[config.mk]
export PLATFORM = sky130hd
export DESIGN_NAME = clk_ctrl
export DESIGN_NICKNAME = d
export VERILOG_FILES = /design/src/shared/clk_ctrl_pkg.sv /design/src/verilog/clk_ctrl.sv
export SDC_FILE = /design/constraint.sdc
export NUM_CORES = 1
export LEC_CHECK = 0
export BUFFER_PORTS_ARGS = -buffer_cell sky130_fd_sc_hd__buf_2
export CAP_MARGIN = 40
export CORE_AREA = 5 5 186 206
export DETAILED_ROUTE_END_ITERATION = 6
export DIE_AREA = 0 0 191 211
export GPL_TIMING_DRIVEN = 1
export PLACE_DENSITY_LB_ADDON = 0.15
export RECOVER_POWER = 50
export SLEW_MARGIN = 20
export SYNTH_ARGS = -nofsm -noshare
export SYNTH_HDL_FRONTEND = slang
export SYNTH_SLANG_ARGS = --single-unit
[constraint.sdc]
create_clock -name aclk -period 5.6 [get_ports aclk]
set_input_delay 1.12 -clock aclk [delete_from_list [all_inputs] [get_ports aclk]]
set_output_delay 1.12 -clock aclk [all_outputs]
set_load 0.01 [all_outputs]
[src/shared/clk_ctrl_pkg.sv]
// clock control: register layout, source codes, carrier types
package clk_ctrl_pkg;

  // ----------------------------------------------------------------
  // sizes and indices
  // ----------------------------------------------------------------
  localparam int NSRC  = 6;
  localparam int NBUS  = 4;
  localparam int NKMUX = 7;
  localparam int NCAND = 8;
  // oscillator vector index; the low four double as system select codes
  localparam int SRC_FAST  = 0;
  localparam int SRC_MULTI = 1;
  localparam int SRC_EXTF  = 2;
  localparam int SRC_PLL   = 3;
  localparam int SRC_ISLOW = 4;
  localparam int SRC_ESLOW = 5;
  localparam int B_AHB1 = 0;
  localparam int B_AHB3 = 1;
  localparam int B_APB1 = 2;
  localparam int B_APB2 = 3;
  localparam int K_RNG = 0;
  localparam int K_ADC = 1;
  localparam int K_SER = 2;
  localparam int K_TWI = 3;
  localparam int K_AUD = 4;
  localparam int K_LPT = 5;
  localparam int K_CAL = 6;
  localparam int W_SER = 0;
  localparam int W_TWI = 1;
  localparam int W_LPT = 2;
  localparam int W_CAL = 3;

  // ----------------------------------------------------------------
  // rates and dividers
  // ----------------------------------------------------------------
  localparam int unsigned FAST_KHZ    = 16000;
  localparam int unsigned EXTF_KHZ    = 32000;
  localparam int unsigned BUS_MAX_KHZ = 48000;
  localparam int unsigned ISLOW_HZ    = 32000;
  localparam int unsigned ESLOW_HZ    = 32768;
  // multispeed range code -> kHz, code 5 is 4 MHz
  localparam logic [7:0][15:0] MSI_KHZ = {16'hbb80, 16'h3e80, 16'h0fa0, 16'h07d0,
                                          16'h03e8, 16'h0190, 16'h00c8, 16'h0064};
  localparam int EXTF_CAL_DIV = 32;
  localparam int SYSTEM_TICK_TIMER_DIV  = 8;

  // ----------------------------------------------------------------
  // register map
  // ----------------------------------------------------------------
  localparam logic [11:0] OFF_OSC  = 12'h000;
  localparam logic [11:0] OFF_SYS  = 12'h004;
  localparam logic [11:0] OFF_KSEL = 12'h008;
  localparam logic [11:0] OFF_STAT = 12'h00c;
  localparam logic [11:0] OFF_MISC = 12'h010;
  localparam int OSC_ON_LSB      = 0;
  localparam int MSI_RNG_LSB     = 8;
  localparam int SYS_SEL_LSB     = 0;
  localparam int SYS_ACT_LSB     = 2;
  localparam int SYS_PRE_LSB     = 4;
  localparam int SYS_PRE_STRIDE  = 4;
  localparam int SYS_PEND_BIT    = 20;
  localparam int KSEL_W          = 3;
  localparam int MISC_ADCDIV_LSB = 0;
  localparam int MISC_DACSH_BIT  = 4;
  localparam int MISC_STCPU_BIT  = 5;
  localparam int MISC_SE_LSB     = 8;
  localparam int STAT_RDY_LSB    = 0;
  localparam int STAT_WAKE_LSB   = 8;
  localparam int STAT_MODE_LSB   = 12;
  localparam logic [NSRC-1:0] RST_OSC_ON  = 6'h02;
  localparam logic [2:0]      RST_MSI_RNG = 3'h5;
  localparam logic [1:0]      SYS_MULTI   = 2'h1;
  localparam logic [1:0]      RESP_OKAY   = 2'h0;
  localparam logic [1:0]      RESP_SLVERR = 2'h2;

  // ----------------------------------------------------------------
  // types
  // ----------------------------------------------------------------
  typedef enum logic [1:0] {MODE_RUN, MODE_SLEEP, MODE_STOP} mode_t;

  typedef struct packed {
    logic [11:0] awaddr;
    logic        awvalid;
    logic [31:0] wdata;
    logic [3:0]  wstrb;
    logic        wvalid;
    logic        bready;
    logic [11:0] araddr;
    logic        arvalid;
    logic        rready;
  } axi_req_t;

  typedef struct packed {
    logic        awready;
    logic        wready;
    logic        bvalid;
    logic [1:0]  bresp;
    logic        arready;
    logic        rvalid;
    logic [31:0] rdata;
    logic [1:0]  rresp;
  } axi_rsp_t;

  typedef struct packed {
    logic             sys;
    logic [NBUS-1:0]  bus;
    logic [NKMUX-1:0] kern;
    logic             dac;
    logic             watchdog;
    logic             system_tick_timer_ref;
  } kticks_t;

endpackage : clk_ctrl_pkg

[src/verilog/clk_ctrl.sv]
// clock source selection, bus prescalers and kernel clock muxes
`timescale 1ns/1ps
module clk_ctrl #(
  parameter int unsigned PLL_KHZ = 48000
) (
  input  logic                               aclk,
  input  logic                               aresetn,
  input  clk_ctrl_pkg::axi_req_t             axi_in,
  output clk_ctrl_pkg::axi_rsp_t             axi_out,
  input  logic [clk_ctrl_pkg::NSRC-1:0]      src_tick,
  input  logic [clk_ctrl_pkg::NSRC-1:0]      src_stable,
  input  logic                               pll_q_output,
  input  logic                               pll_p_output,
  input  clk_ctrl_pkg::mode_t                cpu_mode,
  input  logic                               audio_ext_clock_in,
  input  logic                               lptim_ext_in,
  output clk_ctrl_pkg::kticks_t              ticks,
  output logic [clk_ctrl_pkg::NSRC-1:0]      osc_enable,
  output logic [1:0]                         sys_src_active,
  output logic [3:0]                         wake_ok
);
  import clk_ctrl_pkg::*;

  typedef struct packed {
    logic [2:0]                   aud_sync;
    logic                         aud_lvl;
    logic [2:0]                   lpt_sync;
    logic                         lpt_lvl;
    logic [NSRC-1:0]              osc_on;
    logic [2:0]                   msi_rng;
    logic [1:0]                   sys_req;
    logic [1:0]                   sys_act;
    logic [NBUS-1:0][2:0]         pre;
    logic [NBUS-1:0][6:0]         pre_cnt;
    logic [NKMUX-1:0][2:0]        ksel_req;
    logic [NKMUX-1:0][2:0]        ksel_act;
    logic [1:0]                   adc_div;
    logic [1:0]                   adc_cnt;
    logic                         dac_sh;
    logic                         st_cpu;
    logic [2:0]                   st_cnt;
    logic [2:0]                   sleep_en;
    logic [4:0]                   extf_cnt;
    kticks_t                      ticks;
    logic [3:0]                   wake;
    logic                         aw_hold;
    logic                         w_hold;
    logic [11:0]                  awaddr;
    logic [31:0]                  wdata;
    logic [3:0]                   wstrb;
    axi_rsp_t                     rsp;
  } state_t;

  state_t                       s_q;
  state_t                       s_d;
  logic [NSRC-1:0]              rdy;
  logic [NSRC-1:0]              live;
  logic                         run;
  logic                         sys_t;
  logic [NBUS-1:0]              bus_t;
  logic                         adc_t;
  logic                         cal_t;
  logic                         st_t;
  logic                         aud_edge;
  logic                         lpt_edge;
  logic [1:0]                   adc_lim;
  logic [6:0]                   pre_lim;
  logic [NKMUX-1:0][NCAND-1:0]  c_tick;
  logic [NKMUX-1:0][NCAND-1:0]  c_ok;
  logic [NKMUX-1:0]             kt;
  logic [32:0]                  rd;
  logic [31:0]                  mask;
  logic [31:0]                  merged;
  logic [NBUS-1:0][2:0]         npre;

  // ----------------------------------------------------------------
  // helpers
  // ----------------------------------------------------------------
  // true when any bus would run above its ceiling
  function automatic logic over_max(input logic [1:0] sel, input logic [2:0] rng,
                                    input logic [NBUS-1:0][2:0] pr);
    int unsigned khz;
    over_max = 1'b0;
    case (sel)
      2'h0: khz = FAST_KHZ;
      2'h1: khz = 32'(MSI_KHZ[rng]);
      2'h2: khz = EXTF_KHZ;
      default: khz = PLL_KHZ;
    endcase
    for (int i = 0; i < NBUS; i++)
      if ((khz >> pr[i]) > BUS_MAX_KHZ)
        over_max = 1'b1;
  endfunction : over_max

  // register read mux; top bit flags an unmapped address
  function automatic logic [32:0] reg_rd(input state_t st, input logic [11:0] a,
                                         input logic [NSRC-1:0] r, input mode_t md);
    logic [31:0] d;
    logic        err;
    d = '0;
    err = 1'b0;
    if (a[11:2] == OFF_OSC[11:2])
    begin
      d[OSC_ON_LSB+:NSRC] = st.osc_on;
      d[MSI_RNG_LSB+:3] = st.msi_rng;
    end
    else if (a[11:2] == OFF_SYS[11:2])
    begin
      d[SYS_SEL_LSB+:2] = st.sys_req;
      d[SYS_ACT_LSB+:2] = st.sys_act;
      for (int i = 0; i < NBUS; i++)
        d[SYS_PRE_LSB+SYS_PRE_STRIDE*i+:3] = st.pre[i];
      d[SYS_PEND_BIT] = (st.sys_req != st.sys_act);
    end
    else if (a[11:2] == OFF_KSEL[11:2])
    begin
      for (int m = 0; m < NKMUX; m++)
        d[KSEL_W*m+:KSEL_W] = st.ksel_req[m];
    end
    else if (a[11:2] == OFF_MISC[11:2])
    begin
      d[MISC_ADCDIV_LSB+:2] = st.adc_div;
      d[MISC_DACSH_BIT] = st.dac_sh;
      d[MISC_STCPU_BIT] = st.st_cpu;
      d[MISC_SE_LSB+:3] = st.sleep_en;
    end
    else if (a[11:2] == OFF_STAT[11:2])
    begin
      d[STAT_RDY_LSB+:NSRC] = r;
      d[STAT_WAKE_LSB+:4] = st.wake;
      d[STAT_MODE_LSB+:2] = md;
    end
    else
      err = 1'b1;
    reg_rd = {err, d};
  endfunction : reg_rd

  // ----------------------------------------------------------------
  // next state
  // ----------------------------------------------------------------
  always_comb
  begin
    s_d = s_q;
    rd = '0;
    mask = '0;
    merged = '0;
    npre = s_q.pre;
    bus_t = '0;
    adc_t = 1'b0;
    c_tick = '0;
    c_ok = '0;
    kt = '0;
    pre_lim = '0;

    // pin inputs: a change counts once stages two and three agree
    s_d.aud_sync = {s_q.aud_sync[1:0], audio_ext_clock_in};
    s_d.lpt_sync = {s_q.lpt_sync[1:0], lptim_ext_in};
    if (s_q.aud_sync[1] == s_q.aud_sync[2])
      s_d.aud_lvl = s_q.aud_sync[2];
    if (s_q.lpt_sync[1] == s_q.lpt_sync[2])
      s_d.lpt_lvl = s_q.lpt_sync[2];
    aud_edge = s_d.aud_lvl & ~s_q.aud_lvl;
    lpt_edge = s_d.lpt_lvl & ~s_q.lpt_lvl;

    // a source ticks only while switched on and stable
    rdy = s_q.osc_on & src_stable;
    live = src_tick & rdy;
    run = (cpu_mode == MODE_RUN);

    // system clock: stopped in stop mode
    sys_t = live[s_q.sys_act] & (cpu_mode != MODE_STOP);
    if (s_q.sys_req != s_q.sys_act && rdy[s_q.sys_req])
      s_d.sys_act = s_q.sys_req;

    // bus prescalers, divide by 2**code
    for (int i = 0; i < NBUS; i++)
    begin
      pre_lim = 7'((8'h01 << s_q.pre[i]) - 8'h01);
      if (sys_t)
      begin
        if (s_q.pre_cnt[i] >= pre_lim)
        begin
          s_d.pre_cnt[i] = '0;
          bus_t[i] = 1'b1;
        end
        else
          s_d.pre_cnt[i] = s_q.pre_cnt[i] + 7'h01;
      end
    end

    // converter bus-clock divider 1/2/4; divider 1 relies on ahb code 0
    adc_lim = s_q.adc_div[1] ? 2'h3 : {1'b0, s_q.adc_div[0]};
    if (bus_t[B_AHB1])
    begin
      if (s_q.adc_cnt >= adc_lim)
      begin
        s_d.adc_cnt = '0;
        adc_t = 1'b1;
      end
      else
        s_d.adc_cnt = s_q.adc_cnt + 2'h1;
    end

    // system tick reference
    if (bus_t[B_AHB1])
      s_d.st_cnt = s_q.st_cnt + 3'h1;
    st_t = bus_t[B_AHB1] & (s_q.st_cpu | (s_q.st_cnt == 3'(SYSTEM_TICK_TIMER_DIV - 1)));

    // external fast oscillator divided for the calendar
    if (live[SRC_EXTF])
      s_d.extf_cnt = s_q.extf_cnt + 5'h01;
    cal_t = live[SRC_EXTF] & (s_q.extf_cnt == 5'(EXTF_CAL_DIV - 1));

    // kernel candidates: tick and availability per select code
    c_tick[K_RNG][0] = pll_q_output;
    c_ok[K_RNG][0] = run & rdy[SRC_PLL];
    c_tick[K_RNG][1] = live[SRC_MULTI];
    c_ok[K_RNG][1] = run & rdy[SRC_MULTI];
    c_tick[K_RNG][2] = live[SRC_ISLOW];
    c_ok[K_RNG][2] = rdy[SRC_ISLOW];
    c_tick[K_RNG][3] = live[SRC_ESLOW];
    c_ok[K_RNG][3] = rdy[SRC_ESLOW];

    c_tick[K_ADC][0] = sys_t;
    c_ok[K_ADC][0] = run;
    c_tick[K_ADC][1] = live[SRC_FAST];
    c_ok[K_ADC][1] = run & rdy[SRC_FAST];
    c_tick[K_ADC][2] = pll_p_output;
    c_ok[K_ADC][2] = run & rdy[SRC_PLL];
    c_tick[K_ADC][3] = adc_t;
    c_ok[K_ADC][3] = run;

    c_tick[K_SER][0] = sys_t;
    c_ok[K_SER][0] = run;
    c_tick[K_SER][1] = live[SRC_FAST];
    c_ok[K_SER][1] = rdy[SRC_FAST];
    c_tick[K_SER][2] = live[SRC_ESLOW];
    c_ok[K_SER][2] = rdy[SRC_ESLOW];
    c_tick[K_SER][3] = bus_t[B_APB2];
    c_ok[K_SER][3] = run | (cpu_mode == MODE_SLEEP) & s_q.sleep_en[0];

    c_tick[K_TWI][0] = sys_t;
    c_ok[K_TWI][0] = run;
    c_tick[K_TWI][1] = live[SRC_FAST];
    c_ok[K_TWI][1] = rdy[SRC_FAST];
    c_tick[K_TWI][2] = bus_t[B_APB1];
    c_ok[K_TWI][2] = run | (cpu_mode == MODE_SLEEP) & s_q.sleep_en[1];

    c_tick[K_AUD][0] = live[SRC_FAST];
    c_ok[K_AUD][0] = run & rdy[SRC_FAST];
    c_tick[K_AUD][1] = pll_q_output;
    c_ok[K_AUD][1] = run & rdy[SRC_PLL];
    c_tick[K_AUD][2] = aud_edge;
    c_ok[K_AUD][2] = 1'b1;

    c_tick[K_LPT][0] = live[SRC_ISLOW];
    c_ok[K_LPT][0] = rdy[SRC_ISLOW];
    c_tick[K_LPT][1] = live[SRC_ESLOW];
    c_ok[K_LPT][1] = rdy[SRC_ESLOW];
    c_tick[K_LPT][2] = live[SRC_FAST];
    c_ok[K_LPT][2] = run & rdy[SRC_FAST];
    c_tick[K_LPT][3] = bus_t[B_APB1];
    c_ok[K_LPT][3] = run | s_q.sleep_en[2];
    c_tick[K_LPT][4] = lpt_edge;
    c_ok[K_LPT][4] = 1'b1;

    c_tick[K_CAL][0] = live[SRC_ESLOW];
    c_ok[K_CAL][0] = rdy[SRC_ESLOW];
    c_tick[K_CAL][1] = live[SRC_ISLOW];
    c_ok[K_CAL][1] = rdy[SRC_ISLOW];
    c_tick[K_CAL][2] = cal_t;
    c_ok[K_CAL][2] = rdy[SRC_EXTF] & (cpu_mode != MODE_STOP);

    // kernel muxes cut over only when the new input is usable
    for (int m = 0; m < NKMUX; m++)
    begin
      if (s_q.ksel_req[m] != s_q.ksel_act[m] && c_ok[m][s_q.ksel_req[m]])
        s_d.ksel_act[m] = s_q.ksel_req[m];
      kt[m] = c_tick[m][s_q.ksel_act[m]] & c_ok[m][s_q.ksel_act[m]];
    end

    s_d.ticks.sys = sys_t;
    s_d.ticks.bus = bus_t;
    s_d.ticks.kern = kt;
    s_d.ticks.dac = s_q.dac_sh & live[SRC_ISLOW];
    s_d.ticks.watchdog = live[SRC_ISLOW];
    s_d.ticks.system_tick_timer_ref = st_t;
    s_d.wake[W_SER] = (s_q.ksel_act[K_SER] == 3'h1) | (s_q.ksel_act[K_SER] == 3'h2);
    s_d.wake[W_TWI] = (s_q.ksel_act[K_TWI] == 3'h1);
    s_d.wake[W_LPT] = (s_q.ksel_act[K_LPT] <= 3'h1) | (s_q.ksel_act[K_LPT] == 3'h4);
    s_d.wake[W_CAL] = (s_q.ksel_act[K_CAL] <= 3'h1);

    // ----------------------------------------------------------------
    // register slave
    // ----------------------------------------------------------------
    if (axi_in.awvalid && s_q.rsp.awready)
    begin
      s_d.aw_hold = 1'b1;
      s_d.awaddr = axi_in.awaddr;
    end
    if (axi_in.wvalid && s_q.rsp.wready)
    begin
      s_d.w_hold = 1'b1;
      s_d.wdata = axi_in.wdata;
      s_d.wstrb = axi_in.wstrb;
    end
    if (s_q.rsp.bvalid && axi_in.bready)
      s_d.rsp.bvalid = 1'b0;
    if (s_q.rsp.rvalid && axi_in.rready)
      s_d.rsp.rvalid = 1'b0;

    if (s_q.aw_hold && s_q.w_hold && !s_q.rsp.bvalid)
    begin
      rd = reg_rd(s_q, s_q.awaddr, rdy, cpu_mode);
      for (int b = 0; b < 4; b++)
        mask[8*b+:8] = {8{s_q.wstrb[b]}};
      merged = (rd[31:0] & ~mask) | (s_q.wdata & mask);
      s_d.aw_hold = 1'b0;
      s_d.w_hold = 1'b0;
      s_d.rsp.bvalid = 1'b1;
      s_d.rsp.bresp = RESP_OKAY;
      if (s_q.awaddr[11:2] == OFF_OSC[11:2])
      begin
        if (over_max(s_q.sys_req, merged[MSI_RNG_LSB+:3], s_q.pre))
          s_d.rsp.bresp = RESP_SLVERR;
        else
        begin
          s_d.osc_on = merged[OSC_ON_LSB+:NSRC];
          s_d.osc_on[s_d.sys_act] = 1'b1;
          s_d.msi_rng = merged[MSI_RNG_LSB+:3];
        end
      end
      else if (s_q.awaddr[11:2] == OFF_SYS[11:2])
      begin
        for (int i = 0; i < NBUS; i++)
          npre[i] = merged[SYS_PRE_LSB+SYS_PRE_STRIDE*i+:3];
        if (over_max(merged[SYS_SEL_LSB+:2], s_q.msi_rng, npre))
          s_d.rsp.bresp = RESP_SLVERR;
        else
        begin
          s_d.sys_req = merged[SYS_SEL_LSB+:2];
          s_d.pre = npre;
        end
      end
      else if (s_q.awaddr[11:2] == OFF_KSEL[11:2])
      begin
        for (int m = 0; m < NKMUX; m++)
          s_d.ksel_req[m] = merged[KSEL_W*m+:KSEL_W];
      end
      else if (s_q.awaddr[11:2] == OFF_MISC[11:2])
      begin
        s_d.adc_div = merged[MISC_ADCDIV_LSB+:2];
        s_d.dac_sh = merged[MISC_DACSH_BIT];
        s_d.st_cpu = merged[MISC_STCPU_BIT];
        s_d.sleep_en = merged[MISC_SE_LSB+:3];
      end
      else if (s_q.awaddr[11:2] != OFF_STAT[11:2])
        s_d.rsp.bresp = RESP_SLVERR;
    end

    if (axi_in.arvalid && s_q.rsp.arready)
    begin
      rd = reg_rd(s_q, axi_in.araddr, rdy, cpu_mode);
      s_d.rsp.rvalid = 1'b1;
      s_d.rsp.rdata = rd[31:0];
      s_d.rsp.rresp = rd[32] ? RESP_SLVERR : RESP_OKAY;
    end
    s_d.rsp.awready = !s_d.aw_hold && !s_d.rsp.bvalid;
    s_d.rsp.wready = !s_d.w_hold && !s_d.rsp.bvalid;
    s_d.rsp.arready = !s_d.rsp.rvalid;

    if (!aresetn)
    begin
      s_d = '0;
      s_d.osc_on = RST_OSC_ON;
      s_d.msi_rng = RST_MSI_RNG;
      s_d.sys_req = SYS_MULTI;
      s_d.sys_act = SYS_MULTI;
    end
  end

  always_ff @(posedge aclk)
    s_q <= s_d;

  assign axi_out = s_q.rsp;
  assign ticks = s_q.ticks;
  assign osc_enable = s_q.osc_on;
  assign sys_src_active = s_q.sys_act;
  assign wake_ok = s_q.wake;
endmodule : clk_ctrl
* Word level (Yosys, flattened, before mapping) *
Memories as Yosys holds them, arrays and structs flattened. A register that Yosys moved wholly into a read port is not among the register bits.
Cells that the tools add are included.

storage, ports and cells
  flip-flop bits (word level) = 207
  memory bits (read-only) = 256
  input port bits = 85
  output and inout port bits = 68
  logic and storage cells = 384
  memories kept = 2

memory list
  name             words  width  read ports  clocked after Yosys merged registers in  write ports  RTL line        RTL
  (no name shown)  8      16     1           1                                        0            clk_ctrl.sv:86  2'h1: khz = 32'(MSI_KHZ[rng]);
  (no name shown)  8      16     1           0                                        0            clk_ctrl.sv:86

cells by class
  add/subtract/negate cells = 11
  $lt $le $gt $ge = 35
  equality and inequality tests = 31
  shifts and indexed selects = 12
  multiplexer cells = 163
  bitwise operators = 39
  reductions and logical operators = 33

operators by type and width
  kind                                                                    count
  32-bit by 16-bit > comparator with 1-bit output, second input constant  8
  32-bit by 3-bit right shift with 32-bit output                          8
  32-bit 2-to-1 mux                                                       5
  16-bit one-hot mux with 3 select lines                                  2
  1-bit 2-to-1 mux                                                        68
  6-bit 2-to-1 mux                                                        11
  3-bit by 4-bit < comparator with 1-bit output, second input constant    16
  1-bit binary-select mux with 3-bit select                               21
  7-bit 2-to-1 mux                                                        8
  3-bit 2-to-1 mux                                                        16
  2-bit 2-to-1 mux                                                        23
  21-bit AND                                                              2
  10-bit by 2-bit equality test with 1-bit output, second input constant  4
  35-bit 2-to-1 mux                                                       1
  16-bit 2-to-1 mux                                                       2
  10-bit 2-to-1 mux                                                       3
  7-bit by 1-bit adder with 7-bit output, second input constant           4
  7-bit >= comparator                                                     4
  1-bit by 3-bit left shift with 7-bit output, first input constant       4
  7-bit by 1-bit subtractor with 7-bit output, second input constant      4
  3-bit inequality test                                                   7
  21-bit NOT                                                              1
  21-bit OR                                                               1
  10-bit by 1-bit equality test with 1-bit output, second input constant  2
  33 further kinds                                                        99

* Logic depth before layout (Yosys ltp) *
Gate-level depths: netlist (run 1).

  word-level depth = 29
  mapped depth = 21
  mapped depth without buffers = 16

* Worst setup path before layout (run 1) *
OpenSTA, ideal clock, no wires.

  kind = register -> register
  from = register s_q[88] in the netlist's numbering
  to = register (tool-made name)
  library setup time = 123 ps
  data arrival time = 4016 ps
  required time = 5477 ps
  path slack = 1461 ps
  cell stages (with the launch flop) = 19
  buffers on the path = 4
  clock period less this slack = 4139 ps
  cells stage by stage = dfxtp_1 > buf_6 > nor4_4 > nand2_2 > or4_1 > and2_1 > buf_6 > clkinv_2 > buf_6 > ha_1 > a41oi_1 > or3_1 > a311o_1 > nand3_2 > buf_6 > mux2i_4 > nand2_2 > ha_1 > mux2_1

RTL lines
  item                    RTL line         RTL
  from (decl)             clk_ctrl.sv:54   state_t s_q;
  from (signal assigned)  clk_ctrl.sv:383  s_q <= s_d;

==> metrics, run 1 <==
sequential share of the synthesized area=33.9%; die width=191 µm; gr ovfl total=0; Slew @ Worst Pin=2.50 ns; Area growth syn-to-layout=10.6%; status=finished with violations; Rows=73; Async SR Flop Fraction=0%; global placer's final weighted congestion=0.913; CTS Hold Buffers Added=0; Post-Syn Area=12700 µm²; Reg clk slew, reported paths=0.06 ns; CTS tree=done; Total GRT Usage=20.3%; via count=11500; final clock skew=0.0244 ns; WP data required=6.02 ns; Die ar.=40300 µm²; area of the core=35900 µm²; PwrDens=262 nW/µm²; Max Clk Rate=0.208 GHz; # clock sinks=215; Final WS setup=0.781 ns; Rel. slew slack=-66.4%; post-synth cell types=95; Setup CP Type=register to register; peak supply drop=0.000200 V; most common flop cell mapped by yosys=dfxtp_1; RR Startpoint=s_q[81]; largest net degree at the start of global routing=88; worst skew pair latency=0.56 ns; startpoint class of the critical path=register; Setup Fix Bufs, Post-CTS=0; # Max-Cap Violations=3; drt drc=0; Antenna Violating Nets Remaining=0; Final nets=1742; CTS root buffer=clkbuf_16; critical path peak fanout=17; critical path arrival=5.24 ns; maximum clock path buffer count=3; Ys Warns=0; Setup-failing EPs final=0; initial antenna violation count=0; Initial Util=35.4%; TritonCTS Buffers=25; Total Routed Length=42500 µm; first-pass GRT wire length=64400 µm; WL per Instance=20.2 µm; I/O pin cnt=153; minimum clock period=4.82 ns; vias in the first global route=10800; Worst setup EP type=register; n_diodes=0; pre-CTS setup slack=0.836 ns; PnR Total Power=0.00368 W; Cells after Synth=1585; post-DR vias/cell=5.46; LEAKAGE=5.30 nW; Tcrit/Tclk final=86.1%; First-pass DRT Iterations=5; Resized Gates After CTS=0; Hold Crit Start=s_q[141]; port bufs=123; Worst Hold Class=register to register; Setup TNS Final=0 ns; synthesized area per cell=8.02 µm²; #FFs+latches synth=215; Hold Fails Final Rpt=0; CP Launch Point=s_q[81]; Hold Slack=0.427 ns; half-perimeter wire length after placement=31500 µm; number of enable flip-flop cells after synthesis=0; die height=211 µm; H-tree depth=1; layout cell share with drive strength beyond 1=13.5%; violated checks=capacitance limit, slew limit; Final Slew Violations=183; initial drt markers=970; RSZ-0062 raised after global routing=false
[where the power goes]
group / internal, W / switching, W / total, W
logic: 0.000162 / 0.000305 / 0.000467
clock network: 0.000917 / 0.000705 / 0.00162
registers: 0.00156 / 0.0000289 / 0.00159
total: 0.00264 / 0.00104 / 0.00368
[per-stage QoR]
step / instances / area [µm²] / util, %
final: 2111 / 14100 / 39.2
after CTS: 2108 / 14100 / 39.3
after global placement: 2059 / 13200 / 36.9
after global routing: 2111 / 14100 / 39.2
after detailed placement: 2063 / 13300 / 37.0
after floorplan: 1597 / 12800 / -
[worst paths after layout]
path / endpoint / slack [ns] / cells after the start
worst max-delay path: register / 0.78 / 16
worst min-delay path: ticks[7] / 0.43 / 1
worst max register to register: register / 0.78 / 16
worst min register to register: ticks[7] / 0.43 / 1
[flip-flops by register name (all words and copies together), names as in the netlist, named ones only]
name,count
sys_src_active,2
axi_out,28
s_q,148
ticks,15
wake_ok,4
osc_enable,6
[cell usage in the layout, fill, tap and decap left out, drive strengths merged, types with 8 or more instances in the layout]
cell type  count
clkbuf        77
a21oi        129
a21o          26
a31oi         26
conb          13
o31ai         10
o31a           8
nor2         163
o21ai         62
clkinv        10
and2          23
inv           40
a211oi        48
mux2i         29
nand2b        17
a221oi         8
nand4          9
dfxtp        215
buf          115
xor2          29
and3          13
nor4           9
or3           14
a22oi         19
nand2        197
a2111oi        9
xnor2         17
ha            51
nor2b         10
nand3         31
nor3          51
or2           11
[layer usage]
layer	share of wire, %	vias up	track usage, %
met5	0	-	0
met4	3.5	0	6.96
met3	6.3	79	2.94
met2	45	403	32.6
met1	45	5411	27.9
li1	-	5640	-
[Yosys cell counts, drive strengths merged (6+ instances only)]
library cell | count | area, µm²
or3 | 14 | 87.6
o31ai | 10 | 75.1
buf | 97 | 694
inv | 38 | 143
and2 | 23 | 144
or2 | 11 | 68.8
o21ai | 62 | 310
ha | 51 | 638
nor2 | 163 | 614
nand4 | 9 | 56.3
nor3 | 51 | 255
and3 | 13 | 81.3
mux2i | 29 | 307
nand3 | 31 | 160
nor4 | 9 | 71.3
or4 | 6 | 45.0
dfxtp | 215 | 4300
clkbuf | 84 | 315
a221oi | 8 | 105
nand2b | 17 | 106
xor2 | 29 | 254
o31a | 8 | 70.1
a21o | 26 | 195
nand3b | 7 | 52.6
a2111oi | 9 | 80.1
a22oi | 19 | 143
mux2 | 7 | 78.8
xnor2 | 17 | 149
nand2 | 197 | 747
o221ai | 6 | 52.6
nor2b | 10 | 62.6
a21oi | 129 | 649
a31oi | 26 | 163
a211oi | 48 | 413
[logic make-up (layout without fill, tap and decap cells)]
family | after synthesis | in the layout | share of synthesized area (%)
other cells | 1 | 13 | 0.0295
simple gates | 579 | 579 | 21.4
fa+ha+maj | 51 | 51 | 5.02
buf+inv | 221 | 248 | 9.15
flops | 215 | 215 | 33.9
compound gates | 431 | 431 | 23.5
mux | 41 | 41 | 3.92
xor+xnor | 46 | 46 | 3.17
[area by class of cell]
type	count	area [µm²]
repair buffers	163	876
clock inverters	16	144
flip-flops and latches	215	4300
fillers	3762	21800
inverters	40	154
well taps	487	609
multi-input cells	1161	7300
clock buffers	29	671
[worst max-delay path: stages (launching register included)]
cell and delay [ns]:
dfxtp_1 0.49, nor4_1 0.58, nand3b_1 0.13, buf_4 0.19
o31a_1 0.28, and2_1 0.34, clkinv_2 0.28, ha_1 0.26
a41oi_1 0.11, or3_1 0.36, a311o_1 0.33, nand3_2 0.17
mux2i_1 0.25, nand2b_1 0.28, inv_2 0.14, ha_1 0.20
mux2_1 0.27
No activity file was read; power rests on OpenSTA's default activity.
==> inputs of run 2 (changes only) <==
CORE_AREA = 4 4 185 205   (was 5 5 186 206)
DIE_AREA = 0 0 189 209   (was 0 0 191 211)
REMOVE_ABC_BUFFERS = 1   (was default)
clock period = 4.1 ns   (was 5.6 ns; I/O delays follow)
==> run 2 against run 1 <==
  * The flow now finishes without violations
  * Global-route usage grew 1.4 points
  * Clock skew shrank 0.0041 ns
  * Hold slack gained 0.0038 ns
  * Largest power group unchanged
  * Cell area grew 7.1%
  * Clock power grew 51%
  * Sequential cell count is the same
  * Highest routed layer unchanged
  * Clock-buffer cell count grew 4
  * Register-to-register slack lost 0.67 ns
==> metrics, run 2 (synthesized netlist as in run 1, its figures left out) <==
status=completed; reg2reg setup slack=0.11 ns (-0.67 ns); pre-CTS setup slack=-0.0567 ns (-0.892 ns); peak supply drop=0.000272 V (+36%); Critical Path Max Stage Delay=0.50 ns (-0.08 ns); final clock skew=0.0203 ns (-0.00407 ns); Hold Slack=0.431 ns (+0.00376 ns); most used cell, CP=buf_4; CP bufs+invs=5 (+2); n_diodes=0 (unchanged); Initial Util=35.4% (unchanged); first-pass GRT wire length=67900 µm (+5.5%); Worst setup EP type=register; Filler cells=3746 (-0.43%); commonest cells after routing, fill and taps aside=dfxtp_1 (211), nand2_1 (194), nor2_1 (162); Tcrit/Tclk final=97.4% (+11 points); Rows=73 (unchanged); CTS tree=done; max reg flops=148 (unchanged); Area growth syn-to-layout=18.4%; PnR Total Power=0.00539 W (+46%); via count=12000 (+4.1%); Largest delay share family, worst path=compound AO/OA/AOI/OAI gates; Setup CP Type=register to register; critical path peak fanout=14 (-3); Total Routed Length=44700 µm (+5.2%); CTS root buffer=clkbuf_16; vias in the first global route=11400 (+5.5%); critical path arrival=4.42 ns (-0.82 ns); Slew @ Worst Pin=1.42 ns (-1.08 ns); startpoint class of the critical path=register; LEAKAGE=5.88 nW (+11%); WP data required=4.53 ns (-1.49 ns); gr ovfl total=0 (unchanged); die height=209 µm (-0.95%); Total GRT Usage=21.7% (+1.4 points); global placer's final weighted congestion=0.901 (-1.2%); RR Startpoint=s_q[88]; drt drc=0 (unchanged); Hold Fails Final Rpt=0 (unchanged); initial antenna violation count=0 (unchanged); largest reg by FF count=s_q; CP Launch Point=s_q[88]; layout cell share with drive strength beyond 1=19.8% (+6.2 points); First-pass DRT Iterations=6 (+1); minimum clock period=3.99 ns (-0.825 ns); worst skew pair latency=0.55 ns (about the same); Antenna Violating Nets Remaining=0 (unchanged); Setup-failing EPs final=0 (unchanged); TritonCTS Buffers=26 (+4.0%); CTS Hold Buffers Added=0 (unchanged); Final WS setup=0.106 ns (-0.675 ns); slowest stage cell, crit path=or3b_2; H-tree depth=1 (unchanged); I/O pin cnt=153 (unchanged); Worst Hold Class=register to register; half-perimeter wire length after placement=34100 µm (+8.2%); Rel. slew slack=5.43% (+72 points); post-DR vias/cell=5.42 (-0.82%); largest net degree at the start of global routing=68 (-23%); WL per Instance=20.2 µm (+0.19%); Final Slew Violations=0 (-100%); Max Clk Rate=0.250 GHz (+21%); area of the core=35900 µm² (unchanged); die width=189 µm (-1.0%); port bufs=123 (unchanged); CP Cell Sequence=buf_4, or3b_2, a2111o_1, a221oi_2, nor2_1, buf_4, buf_4, nor2_1, o31ai_1, buf_4, nor3_1, a21oi_1, a221oi_4, buf_4, a21boi_0, o31a_1; Final nets=1846 (+6.0%); Reg clk slew, reported paths=0.06 ns (about the same); initial drt markers=868 (-11%); # clock sinks=215 (unchanged); Die ar.=39500 µm² (-2.0%); # Max-Cap Violations=0 (-3); Hold Crit Start=s_q[227]; PwrDens=358 nW/µm² (+37%); maximum clock path buffer count=3 (unchanged); most common cell after layout, fill and taps aside=dfxtp_1
[run 2: changes by cell type in the layout (fill, tap and decap cells not counted), moves of 3 or more]
| cell | before | now |
|---|---|---|
| nor3_2 | 1 | 4 |
| nor3_1 | 50 | 47 |
| clkbuf_1 | 47 | 50 |
| or2_2 | 10 | 7 |
| buf_4 | 34 | 136 |
| dfxtp_2 | 0 | 3 |
| dfxtp_1 | 215 | 211 |
[run 2: what timing repair did]
item                                    CTS  global route
buffers inserted                          0             3
gates resized for setup                   2            32
gates cloned                              0             0
pin swaps                                 0             3
endpoints found under the setup margin   18            24
[run 2: layout make-up]
type	instances	area [µm²]	area share [%]
clock buffer	33	738	4.90
clock inverter	14	165	1.10
inverter	40	155	1.03
multi-input combinational	1161	7420	49.3
sequential	215	4310	28.6
tap	487	609	4.05
timing repair buffer	266	1660	11.0
[run 2: path summary, 6_finish.rpt]
path | cells past startpoint | endpoint
setup / recovery | 16 | axi_out[37]
setup reg to reg | 16 | axi_out[37]
hold / removal | 1 | s_q[228]
hold reg to reg | 1 | s_q[228]
[run 2: per-stage QoR]
stage | instances | TNS, ns | instance area (µm²) | utilization, %
after CTS | 2213 | 0 | 15000 | 41.7
final | 2216 | 0 | 15100 | 41.9
after floorplan | 1416 | -8.24 | 11700 | -
after global placement | 2161 | 0 | 14000 | 39.0
after global routing | 2216 | -0.0498 | 15100 | 41.9
after detailed placement | 2166 | -0.300 | 14100 | 39.2
[run 2: per-layer routing]
layer  GRT usage, %  routed length (µm)  up-vias
met5              0                   0        -
met4           8.54                2050        0
met3           3.89                2850      100
met2           33.6               19500      394
met1           30.0               20300     5667
li1               -                   -     5846
[run 2: where the power goes]
| part | total (W) | internal (W) | switching, W |
|---|---|---|---|
| Clock | 0.00244 | 0.00146 | 0.000979 |
| Sequential | 0.00216 | 0.00213 | 0.0000369 |
| Combinational | 0.000777 | 0.000310 | 0.000467 |
| Total | 0.00539 | 0.00390 | 0.00148 |
==> inputs of run 3 (changes only) <==
CELL_PAD_IN_SITES_DETAIL_PLACEMENT = 0   (was default)
CELL_PAD_IN_SITES_GLOBAL_PLACEMENT = 1   (was default)
==> run 3 against run 2 <==
  * The run now ends with capacitance limit, slew limit left
  * Wire length grew 1.2%
  * Global-route usage increased by 0.34 points
  * Maximum frequency is 1.3% higher
  * Via count rose by 1.0%
  * Final cell count up 0.59%
  * Non-clock buffer count rose by 15
  * Sequential power about the same
  * Combinational power up 0.6%
  * Register-to-register slack better by 0.05 ns
  * Hold slack worse by 0.0043 ns
  * Clock-buffer cell count down 1
  * Core utilization rose by 0.25 points
==> metrics, run 3 (synthesized netlist as in run 1, its figures left out) <==
Worst Hold Class=register to register; LEAKAGE=5.95 nW (+1.2%); final core utilization=42.2% (+0.25 points); RSZ-0062 raised after global routing=true; largest net degree at the start of global routing=55 (-19%); violated checks=capacitance limit, slew limit; commonest cells after routing, fill and taps aside=dfxtp_1 (210), nand2_1 (194), nor2_1 (162); Final WS setup=0.158 ns (+0.0514 ns); half-perimeter wire length after placement=34500 µm (+1.2%); peak supply drop=0.000344 V (+27%); pre-CTS setup slack=-0.0759 ns (-0.0192 ns); Setup TNS Final=0 ns (unchanged); most common cell after layout, fill and taps aside=dfxtp_1; maximum clock path buffer count=3 (unchanged); Final Slew Violations=55 (+55); final clock skew=0.0127 ns (-0.00761 ns); Total GRT Usage=22.0% (+0.34 points); Slew @ Worst Pin=2.47 ns (+1.05 ns); Max Clk Rate=0.254 GHz (+1.3%); global placer's final weighted congestion=0.924 (+2.6%); PnR Total Power=0.00541 W (+0.53%); n_diodes=0 (unchanged); worst reg2reg path depth=15 (-1); post-DR vias/cell=5.44 (+0.46%); CTS tree=done; RR Startpoint=s_q[82]; WL per Instance=20.3 µm (+0.62%); First-pass DRT Iterations=5 (-1); I/O pin cnt=153 (unchanged); hold depth=1 (unchanged); TritonCTS Buffers=26 (unchanged); vias in the first global route=11400 (+0.052%); initial drt markers=945 (+8.9%); via count=12100 (+1.0%); drt drc=0 (unchanged); initial antenna violation count=1 (+1); largest reg by FF count=s_q; startpoint class of the critical path=register; Hold Fails Final Rpt=0 (unchanged); Hold Crit Start=s_q[141]; critical path peak fanout=5 (-9); gr ovfl total=0 (unchanged); critical path arrival=4.37 ns (-0.05 ns); Final nets=1861 (+0.81%); Antenna Violating Nets Remaining=0 (unchanged); die height=209 µm (unchanged); area of the core=35900 µm² (unchanged); Initial Util=35.4% (unchanged); layout cell share with drive strength beyond 1=20.3% (+0.48 points); Worst setup EP type=register; minimum clock period=3.94 ns (-0.0514 ns); WP data required=4.53 ns (about the same); Reg clk slew, reported paths=0.06 ns (about the same); die width=189 µm (unchanged); Rows=73 (unchanged); status=finished with violations; Setup CP Type=register to register; # Max-Cap Violations=1 (+1); H-tree depth=1 (unchanged); first-pass GRT wire length=68900 µm (+1.5%); # clock sinks=215 (unchanged); Die ar.=39500 µm² (unchanged); Setup-failing EPs final=0 (unchanged); PwrDens=358 nW/µm² (about the same); reg2reg setup slack=0.16 ns (+0.05 ns); Rel. slew slack=-64.8% (-70 points); Total Routed Length=45300 µm (+1.2%); max reg flops=148 (unchanged); port bufs=123 (unchanged); Area growth syn-to-layout=19.1%; worst skew pair latency=0.55 ns (about the same); Tcrit/Tclk final=96.2% (-1.3 points); Endpoint, Worst Hold=ticks[7]; CTS root buffer=clkbuf_16
run 3: worst max path at each step:
stage | endpoint | cells after the start | from
finish | register | 15 | s_q[82]
global route | register | 16 | s_q[82]
CTS | register | 16 | s_q[88]
detailed placement | register | 15 | s_q[80]
global placement | register | 15 | s_q[80]
floorplan | s_q[203] | 11 | s_q[80]
run 3: critical path: stages (launching register included):
cell      delay [ns]
dfxtp_1         0.34
buf_4           0.14
or2_2           0.32
nand3b_1        0.27
o31a_1          0.32
and2_2          0.23
ha_1            0.22
nand2_1         0.07
a41oi_1         0.14
or3_1           0.36
a311o_1         0.32
nand3_2         0.15
mux2i_2         0.25
nand2b_4        0.19
ha_1            0.23
mux2_1          0.27
run 3: stage by stage:
stage          hold slack [ns]  std cells  instance area [µm²]
6_report                 0.426       2229                15100
3_5_place_dp             0.417       2179                14200
3_3_place_gp             0.413       2174                14100
5_1_grt                  0.458       2229                15100
4_1_cts                  0.427       2224                15100
2_1_floorplan            0.400       1416                11700
run 3: cell type report:
| class | instances | area (µm²) |
|---|---|---|
| fillers | 3741 | 20800 |
| multi-input cells | 1161 | 7380 |
| flip-flops and latches | 215 | 4320 |
| repair buffers | 281 | 1780 |
| clock buffers | 32 | 723 |
| well taps | 487 | 609 |
| clock inverters | 13 | 186 |
| inverters | 40 | 155 |
run 3: what timing repair did:
| action | in CTS | in global routing |
|---|---|---|
| pin swaps | 0 | 8 |
| resized for setup | 4 | 29 |
| cloned | 0 | 1 |
| buffers inserted | 0 | 4 |
| hold buffers | 0 | 0 |
| setup endpoints to repair | 4 | 26 |
run 3: report_power, final:
part	switching, W	internal (W)	leakage, nW
clock	0.000965	0.00150	0.455
sequential	0.0000378	0.00213	1.74
combinational	0.000463	0.000319	3.75
run 3: per-layer routing:
metal,vias up,track usage (%),wire length [µm]
li1,5882,-,-
met1,5756,31.0,20800
met2,407,35.2,20200
met3,86,2.87,2760
met4,2,6.94,1490
met5,-,0,7
